`src/pkg/txcp_pkg.sv`:
```
// Package with register map, command field layout and types of the transmit command path
package txcp_pkg;

  // Register byte addresses on the APB slave
  localparam logic [7:0] TXCP_ADDR_DATA = 8'h00;
  localparam logic [7:0] TXCP_ADDR_CTRL = 8'h04;
  localparam logic [7:0] TXCP_ADDR_STAT = 8'h08;
  localparam logic [7:0] TXCP_ADDR_INFO = 8'h0C;
  localparam logic [7:0] TXCP_ADDR_TXST = 8'h10;

  // First command word fields
  localparam int TXCP_CA_IOC = 31;
  localparam int TXCP_CA_ALIGN_HI = 25;
  localparam int TXCP_CA_ALIGN_LO = 24;
  localparam int TXCP_CA_OFF_HI = 20;
  localparam int TXCP_CA_OFF_LO = 16;
  localparam int TXCP_CA_FIRST = 13;
  localparam int TXCP_CA_LAST = 12;
  localparam int TXCP_CA_SIZE_HI = 10;

  // Second command word fields
  localparam int TXCP_CB_TAG_HI = 31;
  localparam int TXCP_CB_TAG_LO = 16;
  localparam int TXCP_CB_LEN_HI = 10;

  // End alignment codes and the word masks they select
  localparam logic [1:0] TXCP_ALIGN_4 = 2'h0;
  localparam logic [1:0] TXCP_ALIGN_16 = 2'h1;
  localparam logic [1:0] TXCP_ALIGN_32 = 2'h2;
  localparam logic [1:0] TXCP_ALIGN_RSV = 2'h3;
  localparam logic [11:0] TXCP_MASK_4 = 12'h000;
  localparam logic [11:0] TXCP_MASK_16 = 12'h003;
  localparam logic [11:0] TXCP_MASK_32 = 12'h007;

  // Control register bits
  localparam int TXCP_CTRL_PAD_EN = 0;
  localparam int TXCP_CTRL_LVL_IE = 1;
  localparam int TXCP_CTRL_DONE_IE = 2;
  localparam int TXCP_CTRL_THR_LO = 8;
  localparam int TXCP_CTRL_THR_HI = 15;
  localparam logic [31:0] TXCP_CTRL_RST = 32'h0000_0000;

  // Status register bits
  localparam int TXCP_ST_ERR = 0;
  localparam int TXCP_ST_LOADED = 1;
  localparam int TXCP_ST_LEVEL = 2;

  // Transmit status word bits below the tag
  localparam int TXCP_TS_ERR = 15;
  localparam int TXCP_TS_FAIL = 0;

  localparam logic [31:0] TXCP_ZERO = 32'h0000_0000;

  typedef enum logic [1:0] {
    TXCP_CMD_A,
    TXCP_CMD_B,
    TXCP_DATA
  } txcp_phase_t;

endpackage

```
`src/verilog/txcp_path.sv`:
```
// Transmit buffer command path: APB slave, word pairing, command checks and status queue
// Notes on behaviour
// - Each buffer opens with command word one, then command word two, then payload.
// - Packets may span buffers; first and last bits of command one mark bounds.
// - Packet tag from command two is copied into the status word.
// - Differing tags among buffers of one packet set the error flag.
// - Payload bytes counted; mismatch with packet length sets the error flag.
// - Byte start offset within first 8 words; earlier bytes are dropped.
// - Every following buffer honours its own byte start offset.
// - With padding enabled, extra trailing words up to burst boundary are accepted.
// - Trailing pad up to the selected end alignment is dropped, never sent.
// - Completion bit set signals once the buffer is fully loaded.
// - Every transmission, good or failed, pushes one status word unless the status queue is full.
// - Level flag rises when queued status words reach the programmed level.
// - Writing beyond data queue capacity sets the error flag.
// - Two 16-bit host writes, low half first, form one 32-bit word.
// - Command two must match across buffers of a packet, else error.
// - Commands, skipped bytes and padding take no data queue space.
// - Alignment code 00 is 4, 01 is 16, 10 is 32 bytes, 11 reserved.
// - Completion bit sets the buffer loaded flag, which may drive the interrupt.
//
// Our own choices: the APB register port and the register offsets.
`timescale 1ns/1ns
module txcp_path import txcp_pkg::*; #(
  parameter int DQ_WORDS = 1024,
  parameter int DQ_W = 11,
  parameter int SQ_DEPTH = 16,
  parameter int SQ_AW = 4
) (
  input wire logic clk_i,
  input wire logic nrst_i,
  input wire logic psel_i,
  input wire logic penable_i,
  input wire logic pwrite_i,
  input wire logic [7:0] paddr_i,
  input wire logic [31:0] pwdata_i,
  output logic [31:0] prdata_o,
  output logic pready_o,
  output logic pslverr_o,
  output logic [31:0] tx_word_o,
  output logic [3:0] tx_be_o,
  output logic tx_valid_o,
  output logic tx_last_o,
  input wire logic tx_drain_i,
  input wire logic tx_done_i,
  input wire logic tx_fail_i,
  output logic irq_o
);

  typedef struct packed {
    txcp_phase_t ph;
    logic half_pend;
    logic [15:0] half_lo;
    logic [31:0] cmd_a;
    logic [31:0] cmd_b;
    logic [31:0] first_b;
    logic [11:0] widx;
    logic [11:0] words_tot;
    logic [11:0] bytes_rx;
    logic [DQ_W-1:0] used;
    logic [31:0] ctrl;
    logic transmit_error_flag;
    logic buffer_loaded_flag;
    logic level;
    logic [31:0] prdata;
    logic pready;
    logic pslverr;
    logic [31:0] tx_word;
    logic [3:0] tx_be;
    logic tx_valid;
    logic tx_last;
    logic irq;
  } txcp_state_t;

  txcp_state_t s;
  txcp_state_t next_s;

  logic wr;
  logic rd;
  logic ev_word;
  logic ev_bdone;
  logic ev_keep;
  logic ev_over;
  logic ev_lenbad;
  logic ev_cbbad;
  logic ev_rsv;
  logic [31:0] w;
  logic [11:0] base;
  logic [11:0] pos;
  logic [11:0] off;
  logic [11:0] bend;
  logic [11:0] amask;
  logic [11:0] nwords;
  logic [11:0] nb;
  logic [11:0] bytes_now;
  logic [3:0] be;
  logic dq_inc;
  logic dq_dec;
  logic sf_push;
  logic sf_pop;
  logic [31:0] sf_wdata;
  logic [31:0] sf_rdata;
  logic [SQ_AW:0] sf_cnt;
  logic [SQ_AW:0] thr;
  logic [31:0] stat_word;

  txcp_sfifo #(
    .DEPTH(SQ_DEPTH),
    .AW(SQ_AW)
  ) u_sfifo (
    .clk_i(clk_i),
    .nrst_i(nrst_i),
    .push_i(sf_push),
    .wdata_i(sf_wdata),
    .pop_i(sf_pop),
    .rdata_o(sf_rdata),
    .count_o(sf_cnt)
  );

  // Next state: bus slave, word assembly, buffer walk and flags
  always_comb begin
    next_s = s;
    wr = psel_i && penable_i && pwrite_i && s.pready;
    rd = psel_i && penable_i && !pwrite_i && s.pready;
    w = {pwdata_i[15:0], s.half_lo};
    ev_word = 1'b0;
    ev_bdone = 1'b0;
    ev_keep = 1'b0;
    ev_over = 1'b0;
    ev_lenbad = 1'b0;
    ev_cbbad = 1'b0;
    ev_rsv = 1'b0;
    dq_inc = 1'b0;
    dq_dec = tx_drain_i && (s.used != '0);
    sf_pop = 1'b0;
    sf_push = tx_done_i;
    sf_wdata = {s.first_b[TXCP_CB_TAG_HI:TXCP_CB_TAG_LO], TXCP_ZERO[15:0]};
    sf_wdata[TXCP_TS_ERR] = s.transmit_error_flag;
    sf_wdata[TXCP_TS_FAIL] = tx_fail_i;
    off = {7'h00, s.cmd_a[TXCP_CA_OFF_HI:TXCP_CA_OFF_LO]};
    bend = off + {1'b0, s.cmd_a[TXCP_CA_SIZE_HI:0]};
    base = {s.widx[9:0], 2'b00};
    be = 4'h0;
    nb = 12'h000;
    pos = 12'h000;
    amask = TXCP_MASK_4;
    nwords = 12'h000;
    bytes_now = s.bytes_rx;
    thr = (SQ_AW+1)'(s.ctrl[TXCP_CTRL_THR_HI:TXCP_CTRL_THR_LO]);
    stat_word = TXCP_ZERO;
    stat_word[TXCP_ST_ERR] = s.transmit_error_flag;
    stat_word[TXCP_ST_LOADED] = s.buffer_loaded_flag;
    stat_word[TXCP_ST_LEVEL] = s.level;
    stat_word[15:8] = 8'(sf_cnt);
    // One wait state: read data is latched in the first access cycle, write data is taken in the second
    next_s.pready = psel_i && penable_i && !s.pready;
    next_s.pslverr = 1'b0;
    next_s.tx_valid = 1'b0;
    next_s.tx_last = 1'b0;
    if (psel_i && penable_i && !s.pready) begin
      next_s.prdata = TXCP_ZERO;
      unique case (paddr_i)
        TXCP_ADDR_DATA: next_s.prdata = TXCP_ZERO;
        TXCP_ADDR_CTRL: next_s.prdata = s.ctrl;
        TXCP_ADDR_STAT: next_s.prdata = stat_word;
        TXCP_ADDR_INFO: next_s.prdata = 32'(DQ_WORDS) - 32'(s.used);
        TXCP_ADDR_TXST: next_s.prdata = sf_rdata;
        default: next_s.pslverr = 1'b1;
      endcase
    end
    if (rd && paddr_i == TXCP_ADDR_TXST) sf_pop = 1'b1;
    if (wr && paddr_i == TXCP_ADDR_CTRL) next_s.ctrl = pwdata_i;
    // Write-one-to-clear; a new event below still wins
    if (wr && paddr_i == TXCP_ADDR_STAT) begin
      if (pwdata_i[TXCP_ST_ERR]) next_s.transmit_error_flag = 1'b0;
      if (pwdata_i[TXCP_ST_LOADED]) next_s.buffer_loaded_flag = 1'b0;
    end
    // Host halves pair into one word, low half first
    if (wr && paddr_i == TXCP_ADDR_DATA) begin
      next_s.half_pend = !s.half_pend;
      if (!s.half_pend) next_s.half_lo = pwdata_i[15:0];
      ev_word = s.half_pend;
    end
    if (ev_word) begin
      unique case (s.ph)
        TXCP_CMD_A: begin
          next_s.cmd_a = w;
          next_s.ph = TXCP_CMD_B;
        end
        TXCP_CMD_B: begin
          next_s.cmd_b = w;
          next_s.widx = 12'h000;
          off = {7'h00, s.cmd_a[TXCP_CA_OFF_HI:TXCP_CA_OFF_LO]};
          unique case (s.cmd_a[TXCP_CA_ALIGN_HI:TXCP_CA_ALIGN_LO])
            TXCP_ALIGN_4: amask = TXCP_MASK_4;
            TXCP_ALIGN_16: amask = TXCP_MASK_16;
            TXCP_ALIGN_32: amask = TXCP_MASK_32;
            TXCP_ALIGN_RSV: ev_rsv = 1'b1;
          endcase
          // Without pad acceptance the buffer ends on its last word
          if (!s.ctrl[TXCP_CTRL_PAD_EN]) amask = TXCP_MASK_4;
          nwords = (bend + 12'h003) >> 2;
          nwords = (nwords + amask) & ~amask;
          next_s.words_tot = nwords;
          // Packet bounds come from the first and last bits
          if (s.cmd_a[TXCP_CA_FIRST]) begin
            next_s.first_b = w;
            bytes_now = 12'h000;
          end else if (w != s.first_b) begin
            ev_cbbad = 1'b1;
          end
          next_s.bytes_rx = bytes_now;
          if (!s.cmd_a[TXCP_CA_FIRST] &&
              w[TXCP_CB_TAG_HI:TXCP_CB_TAG_LO] !=
              s.first_b[TXCP_CB_TAG_HI:TXCP_CB_TAG_LO]) begin
            ev_cbbad = 1'b1;
          end
          if (nwords == 12'h000) begin
            ev_bdone = 1'b1;
            next_s.ph = TXCP_CMD_A;
            if (s.cmd_a[TXCP_CA_LAST] &&
                bytes_now != {1'b0, w[TXCP_CB_LEN_HI:0]}) ev_lenbad = 1'b1;
          end else begin
            next_s.ph = TXCP_DATA;
          end
        end
        TXCP_DATA: begin
          // Only bytes between start offset and buffer end are kept
          for (int i = 0; i < 4; i++) begin
            pos = base + 12'(i);
            be[i] = (pos >= off) && (pos < bend);
            nb = nb + 12'(be[i]);
          end
          bytes_now = s.bytes_rx + nb;
          next_s.bytes_rx = bytes_now;
          next_s.widx = s.widx + 12'h001;
          if (be != 4'h0) begin
            ev_keep = 1'b1;
            if (s.used == DQ_W'(DQ_WORDS)) begin
              ev_over = 1'b1;
            end else begin
              dq_inc = 1'b1;
              next_s.tx_valid = 1'b1;
              next_s.tx_word = w;
              next_s.tx_be = be;
              next_s.tx_last = s.cmd_a[TXCP_CA_LAST] &&
                               (((bend - 12'h001) >> 2) == s.widx);
            end
          end
          if (s.widx + 12'h001 == s.words_tot) begin
            ev_bdone = 1'b1;
            next_s.ph = TXCP_CMD_A;
            if (s.cmd_a[TXCP_CA_LAST] &&
                bytes_now != {1'b0, s.cmd_b[TXCP_CB_LEN_HI:0]}) ev_lenbad = 1'b1;
          end
        end
        default: next_s.ph = TXCP_CMD_A;
      endcase
    end
    if (ev_bdone && s.cmd_a[TXCP_CA_IOC]) next_s.buffer_loaded_flag = 1'b1;
    if (ev_over || ev_lenbad || ev_cbbad || ev_rsv) next_s.transmit_error_flag = 1'b1;
    next_s.used = s.used + DQ_W'(dq_inc) - DQ_W'(dq_dec);
    next_s.level = (thr != '0) && (sf_cnt >= thr);
    next_s.irq = (s.level && s.ctrl[TXCP_CTRL_LVL_IE]) ||
                 (s.buffer_loaded_flag && s.ctrl[TXCP_CTRL_DONE_IE]);
  end

  // Single state register
  always_ff @(posedge clk_i) begin
    if (!nrst_i) begin
      s <= '0;
      s.ph <= TXCP_CMD_A;
      s.ctrl <= TXCP_CTRL_RST;
    end else begin
      s <= next_s;
    end
  end

  assign prdata_o = s.prdata;
  assign pready_o = s.pready;
  assign pslverr_o = s.pslverr;
  assign tx_word_o = s.tx_word;
  assign tx_be_o = s.tx_be;
  assign tx_valid_o = s.tx_valid;
  assign tx_last_o = s.tx_last;
  assign irq_o = s.irq;
endmodule // txcp_path

```
`src/verilog/txcp_sfifo.sv`:
```
// Transmit status queue held in flip-flops
`timescale 1ns/1ns
module txcp_sfifo import txcp_pkg::*; #(
  parameter int DEPTH = 16,
  parameter int AW = 4
) (
  input wire logic clk_i,
  input wire logic nrst_i,
  input wire logic push_i,
  input wire logic [31:0] wdata_i,
  input wire logic pop_i,
  output logic [31:0] rdata_o,
  output logic [AW:0] count_o
);

  typedef struct packed {
    logic [AW-1:0] wp;
    logic [AW-1:0] rp;
    logic [AW:0] cnt;
  } txcp_sf_t;

  txcp_sf_t s;
  txcp_sf_t next_s;
  logic [31:0] mem [DEPTH];
  logic do_push;
  logic do_pop;

  // A push into a full queue is dropped; pop on empty is ignored
  always_comb begin
    next_s = s;
    do_push = push_i && (s.cnt != (AW+1)'(DEPTH));
    do_pop = pop_i && (s.cnt != '0);
    if (do_push) next_s.wp = s.wp + AW'(1);
    if (do_pop) next_s.rp = s.rp + AW'(1);
    next_s.cnt = s.cnt + (AW+1)'(do_push) - (AW+1)'(do_pop);
  end

  always_ff @(posedge clk_i) begin
    if (!nrst_i) begin
      s <= '0;
    end else begin
      s <= next_s;
    end
  end

  // Storage is not reset; only pointers carry meaning
  always_ff @(posedge clk_i) begin
    if (do_push) mem[s.wp] <= wdata_i;
  end

  assign rdata_o = mem[s.rp];
  assign count_o = s.cnt;

endmodule // txcp_sfifo
```
`config.mk`:
```
export PLATFORM = sky130hd
export DESIGN_NAME = txcp_path
export DESIGN_NICKNAME = d
export VERILOG_FILES = /design/src/pkg/txcp_pkg.sv /design/src/verilog/txcp_path.sv /design/src/verilog/txcp_sfifo.sv
export SDC_FILE = /design/constraint.sdc
export NUM_CORES = 1
export LEC_CHECK = 0
export BUFFER_PORTS_ARGS = -buffer_cell sky130_fd_sc_hd__buf_2
export CAP_MARGIN = 5
export CORE_MARGIN = 4
export CORE_UTILIZATION = 56
export DETAILED_ROUTE_END_ITERATION = 8
export PLACE_DENSITY = 0.77
export RECOVER_POWER = 50
export SLEW_MARGIN = 5
export SYNTH_ARGS = -nofsm -noshare
export SYNTH_HDL_FRONTEND = slang
export SYNTH_SLANG_ARGS = --single-unit
```
`constraint.sdc`:
```
create_clock -name clk_i -period 5.2 [get_ports clk_i]
set_clock_uncertainty 0.05 [all_clocks]
set_input_delay 1.04 -clock clk_i [delete_from_list [all_inputs] [get_ports clk_i]]
set_output_delay 1.04 -clock clk_i [all_outputs]
set_load 0.005 [all_outputs]
```
==> run_results.csv <==
group,metric,value,unit
yosys,syn_area_per_cell,11.3,µm²
pwr,powerDensity,345,nW/µm²
pwr,total_power,0.00983,W
yosys,synth-warning-count,0,
global_routing,number_of_antenna_violations_at_the_first_check_in_global_routing,0,
setup_path,critPathRequiredTime,5.60,ns
route,wl,71300,µm
status,run_status,"complete, but fails checks",
setup_path,critical_path.max_fanout,4,
timing,timing_hold_violations_final,0,
worst_hold_path,holdPathStages,2,
global_routing,global_route.usage.total,29.1,%
finish,final_net_count,2452,
setup_path,setup.worst_path.start_class,"register",
setup_path,timing.critical_path.cells,"ha_4 -> fa_2 -> a211o_1 -> buf_6 -> a211o_1 -> o211ai_4 -> xnor2_4 -> or4b_4 -> o21a_1 -> o2111ai_2 -> or2_1 -> ha_4 -> inv_1 -> ha_1 -> inv_1 -> fa_2 -> o21bai_1 -> a21o_1 -> a21oi_1 -> o21ai_1 -> a31oi_1 -> o21bai_1 -> xnor2_1 -> nor2_1",
yosys,synth_fp_nets,2348,
route,detail_route.drc_violations,0,
floorplanning,core.rowCount,77,
clock_tree,cts_buffer_depth,3,
setup_path,r2r_setup_slk,-0.20,ns
placement,numPlacedInstances,2861,
global_routing,grt_first_pass_wirelength,107000,µm
floorplanning,die_x,220,µm
timing,post-route-period-util,104,%
yosys,synthDistinctLibCells,88,
setup_path,worstSetupStartpoint,"s[219]",
floorplanning,chipHeight,220,µm
yosys,postSynth.topFlopCell,"sky130_fd_sc_hd__edfxtp_1",
timing,rsz_0062_raised_after_global_routing,"true",
clock_tree,clkLatencyLatePin,0.64,ns
clock_tree,clk_transition_reported_paths,0.06,ns
route,viasPerCell,6.22,
floorplanning,core_region_area,44300,µm²
finish,syn_to_final_growth,12.9,%
global_routing,first_global_vias,17800,
placement,dp_hpwl,45600,µm
setup_path,cp_slowest_cell,"sky130_fd_sc_hd__or4b_4",
setup_path,critical_path.n_buffers_inverters,3,
clock_tree,cts_htree_levels,2,
placement,dp_worst_setup_slack,-0.410,ns
finish,insertedDiodeCount,0,
floorplanning,ios,121,
timing,tns,-0.437,ns
clock_tree,cts_buffers,54,
clock_tree,cts_num_sinks,542,
route,dr_total_vias,18500,
job,max_cap_violations,1,
timing,min_period,5.40,ns
setup_path,endpoint_of_the_lowest_slack_register_to_register_path,"s[118]",
pwr,worst_ir_drop_vdd,273,µV
pwr,leakagePower,9.90,nW
yosys,syn_inst,2232,
finish,layout.cells.non_filler,2974,
placement,port_buffers,120,
clock_tree,clock-root-buffer,"sky130_fd_sc_hd__clkbuf_16",
setup_path,cp_slowest_stage_delay,0.57,ns
yosys,synth_seq_area_share,54.5,%
timing,timing.fmax,0.185,GHz
yosys,ys_seq_elements,542,
yosys,synthesis.area,25200,µm²
timing,hold_ws,0.404,ns
route,drt_iter0_drc,2331,
timing,report.final.setup_viol,3,
setup_path,family_with_the_most_delay_on_the_worst_path,"compound AO/OA/AOI/OAI gates",
timing,slew_headroom,-79.2,%
yosys,ffs_w_async_s_r_synth,0,%
floorplanning,floorplan.initialDensity,56.8,%
floorplanning,fp.dieArea,48400,µm²
yosys,synth-edff-count,288,
timing,worst_slack,-0.203,ns
route,detailedRoute.firstPassIterationCount,6,
clock_tree,cts_tree,"done",
status,violations,"capacitance limit, slew limit, setup timing",
worst_hold_path,end_of_the_worst_hold_path,"prdata_o[1]",
global_routing,grt_max_degree,109,
worst_hold_path,hold_path.class,"register to register",
finish,layout_cells_sized_above_1,18.2,%
route,route.detailed.wl_per_inst,24.0,µm
timing,max_slew.worst_pin.slew,2.69,ns
setup_path,timing.reg2reg.worst_path_depth,24,
setup_path,timing.critical_path.arrival,5.80,ns
clock_tree,cts-hold-fix-buffers,0,
placement,gp_congestion,0.946,
setup_path,worstReg2RegStart,"s[219]",
setup_path,type_of_the_worst_setup_path,"register to register",
worst_hold_path,timing.hold.worst.start,"prdata_o[1]",
timing,finalMaxSlewViolations,57,
setup_path,critPathCaptureType,"register",
global_routing,overflow,0,
route,ant_nets,0,
-- worst max-delay path by stage --
stage	slack [ns]	to	cells after the start
after floorplan	0.001	s[75]	26
after global placement	-0.35	s[75]	25
after detailed placement	-0.41	s[75]	25
after CTS	-0.19	s[75]	25
after global routing	-0.46	s[118]	26
final	-0.20	s[118]	24
-- worst register-to-register path: cells and delay by family (launching register included) --
family | cells | cell delay, ns
xor gates and xnor gates | 2 | 0.29
and+or+nand+nor | 3 | 0.82
buffers and inverters | 3 | 0.25
AOI/OAI and AO/OA | 11 | 2.22
adders and majority gates | 5 | 1.28
DFF | 1 | 0.34
-- cell usage after synthesis (8+ instances only) --
cell type | instances | area share (%)
sky130_fd_sc_hd__a211oi_1 | 22 | 0.66
sky130_fd_sc_hd__a21o_1 | 8 | 0.24
sky130_fd_sc_hd__a21oi_1 | 182 | 3.6
sky130_fd_sc_hd__a221oi_1 | 24 | 0.83
sky130_fd_sc_hd__a31oi_1 | 9 | 0.22
sky130_fd_sc_hd__and2_1 | 18 | 0.45
sky130_fd_sc_hd__and3_1 | 14 | 0.35
sky130_fd_sc_hd__buf_1 | 12 | 0.18
sky130_fd_sc_hd__buf_4 | 69 | 2.1
sky130_fd_sc_hd__clkbuf_1 | 122 | 1.8
sky130_fd_sc_hd__dfxtp_1 | 254 | 20
sky130_fd_sc_hd__edfxtp_1 | 288 | 34
sky130_fd_sc_hd__ha_1 | 63 | 3.1
sky130_fd_sc_hd__inv_1 | 66 | 0.98
sky130_fd_sc_hd__mux2i_1 | 44 | 1.7
sky130_fd_sc_hd__mux4_2 | 90 | 8.0
sky130_fd_sc_hd__nand2_1 | 380 | 5.7
sky130_fd_sc_hd__nand2b_1 | 17 | 0.42
sky130_fd_sc_hd__nand3_1 | 38 | 0.75
sky130_fd_sc_hd__nand4_1 | 25 | 0.62
sky130_fd_sc_hd__nor2_1 | 112 | 1.7
sky130_fd_sc_hd__nor2b_1 | 12 | 0.30
sky130_fd_sc_hd__nor3_1 | 33 | 0.66
sky130_fd_sc_hd__nor4_1 | 14 | 0.35
sky130_fd_sc_hd__o2111ai_1 | 8 | 0.28
sky130_fd_sc_hd__o211ai_1 | 13 | 0.39
sky130_fd_sc_hd__o21ai_0 | 40 | 0.79
sky130_fd_sc_hd__o21bai_1 | 9 | 0.27
sky130_fd_sc_hd__or2_2 | 8 | 0.20
sky130_fd_sc_hd__or3_1 | 10 | 0.25
sky130_fd_sc_hd__xnor2_1 | 96 | 3.3
sky130_fd_sc_hd__xor2_1 | 20 | 0.70
-- logic make-up (layout without fill, tap and decap cells) --
| group | after synthesis | in the layout | share of synthesized area, % |
|---|---|---|---|
| multiplexers | 136 | 136 | 9.88 |
| flip-flops | 542 | 542 | 54.5 |
| XOR/XNOR | 120 | 120 | 4.39 |
| adder cells (fa/ha/maj) | 71 | 71 | 3.65 |
| AO/OA/AOI/OAI | 376 | 376 | 9.51 |
| buffers and inverters | 278 | 428 | 5.43 |
| AND/OR/NAND/NOR | 709 | 709 | 12.6 |
-- what timing repair did --
item                       in CTS  in global routing
buffers inserted                4                  7
gates cloned                    0                  0
setup endpoints to repair       6                  9
pin swaps                      21                 19
gates resized for setup        21                 22
-- through the flow --
stage,instance area [µm²],util [%]
after floorplan,25200,-
after global placement,26500,59.7
after detailed placement,26500,59.7
after CTS,28400,64.1
after global routing,28500,64.2
final,28500,64.2
-- cell type report --
| type | count | area [µm²] |
|---|---|---|
| clock buffer | 67 | 1440 |
| clock inverter | 35 | 400 |
| fill | 3250 | 15900 |
| inverter | 68 | 260 |
| multi-input combinational | 1412 | 10300 |
| sequential | 542 | 13700 |
| tap | 592 | 741 |
| timing repair buffer | 258 | 1540 |
-- registers in the layout, summed over array words and instances, names as in the netlist, named ones only --
name / count
base: 10
irq_o: 1
prdata_o: 32
pready_o: 1
pslverr_o: 1
s: 154
tx_be_o: 4
tx_last_o: 1
tx_valid_o: 1
tx_word_o: 32
u_sfifo.count_o: 5
u_sfifo.mem: 288
u_sfifo.s: 8
-- where the power goes --
| part | leakage [nW] | internal [W] | switching [W] |
|---|---|---|---|
| Clock | 0.899 | 0.00233 | 0.00173 |
| Combinational | 4.03 | 0.000460 | 0.000622 |
| Sequential | 4.97 | 0.00461 | 0.0000860 |
-- routing by layer --
metal / share of wire [%] / global-route usage [%]
met2: 46 / 45.5
met5: 0 / 0
met4: 3.6 / 9.94
met3: 10 / 4.92
met1: 41 / 41.8
-- layout by cell type (no fill, tap or decap), drive strengths merged, types with 63 or more instances in the layout --
master  count
nand2     380
edfxtp    288
dfxtp     254
buf       191
a21oi     184
clkbuf    134
nor2      113
xnor2      98
mux4       90
inv        70
ha         63
Note: power is estimated with default switching activity, not from simulation.
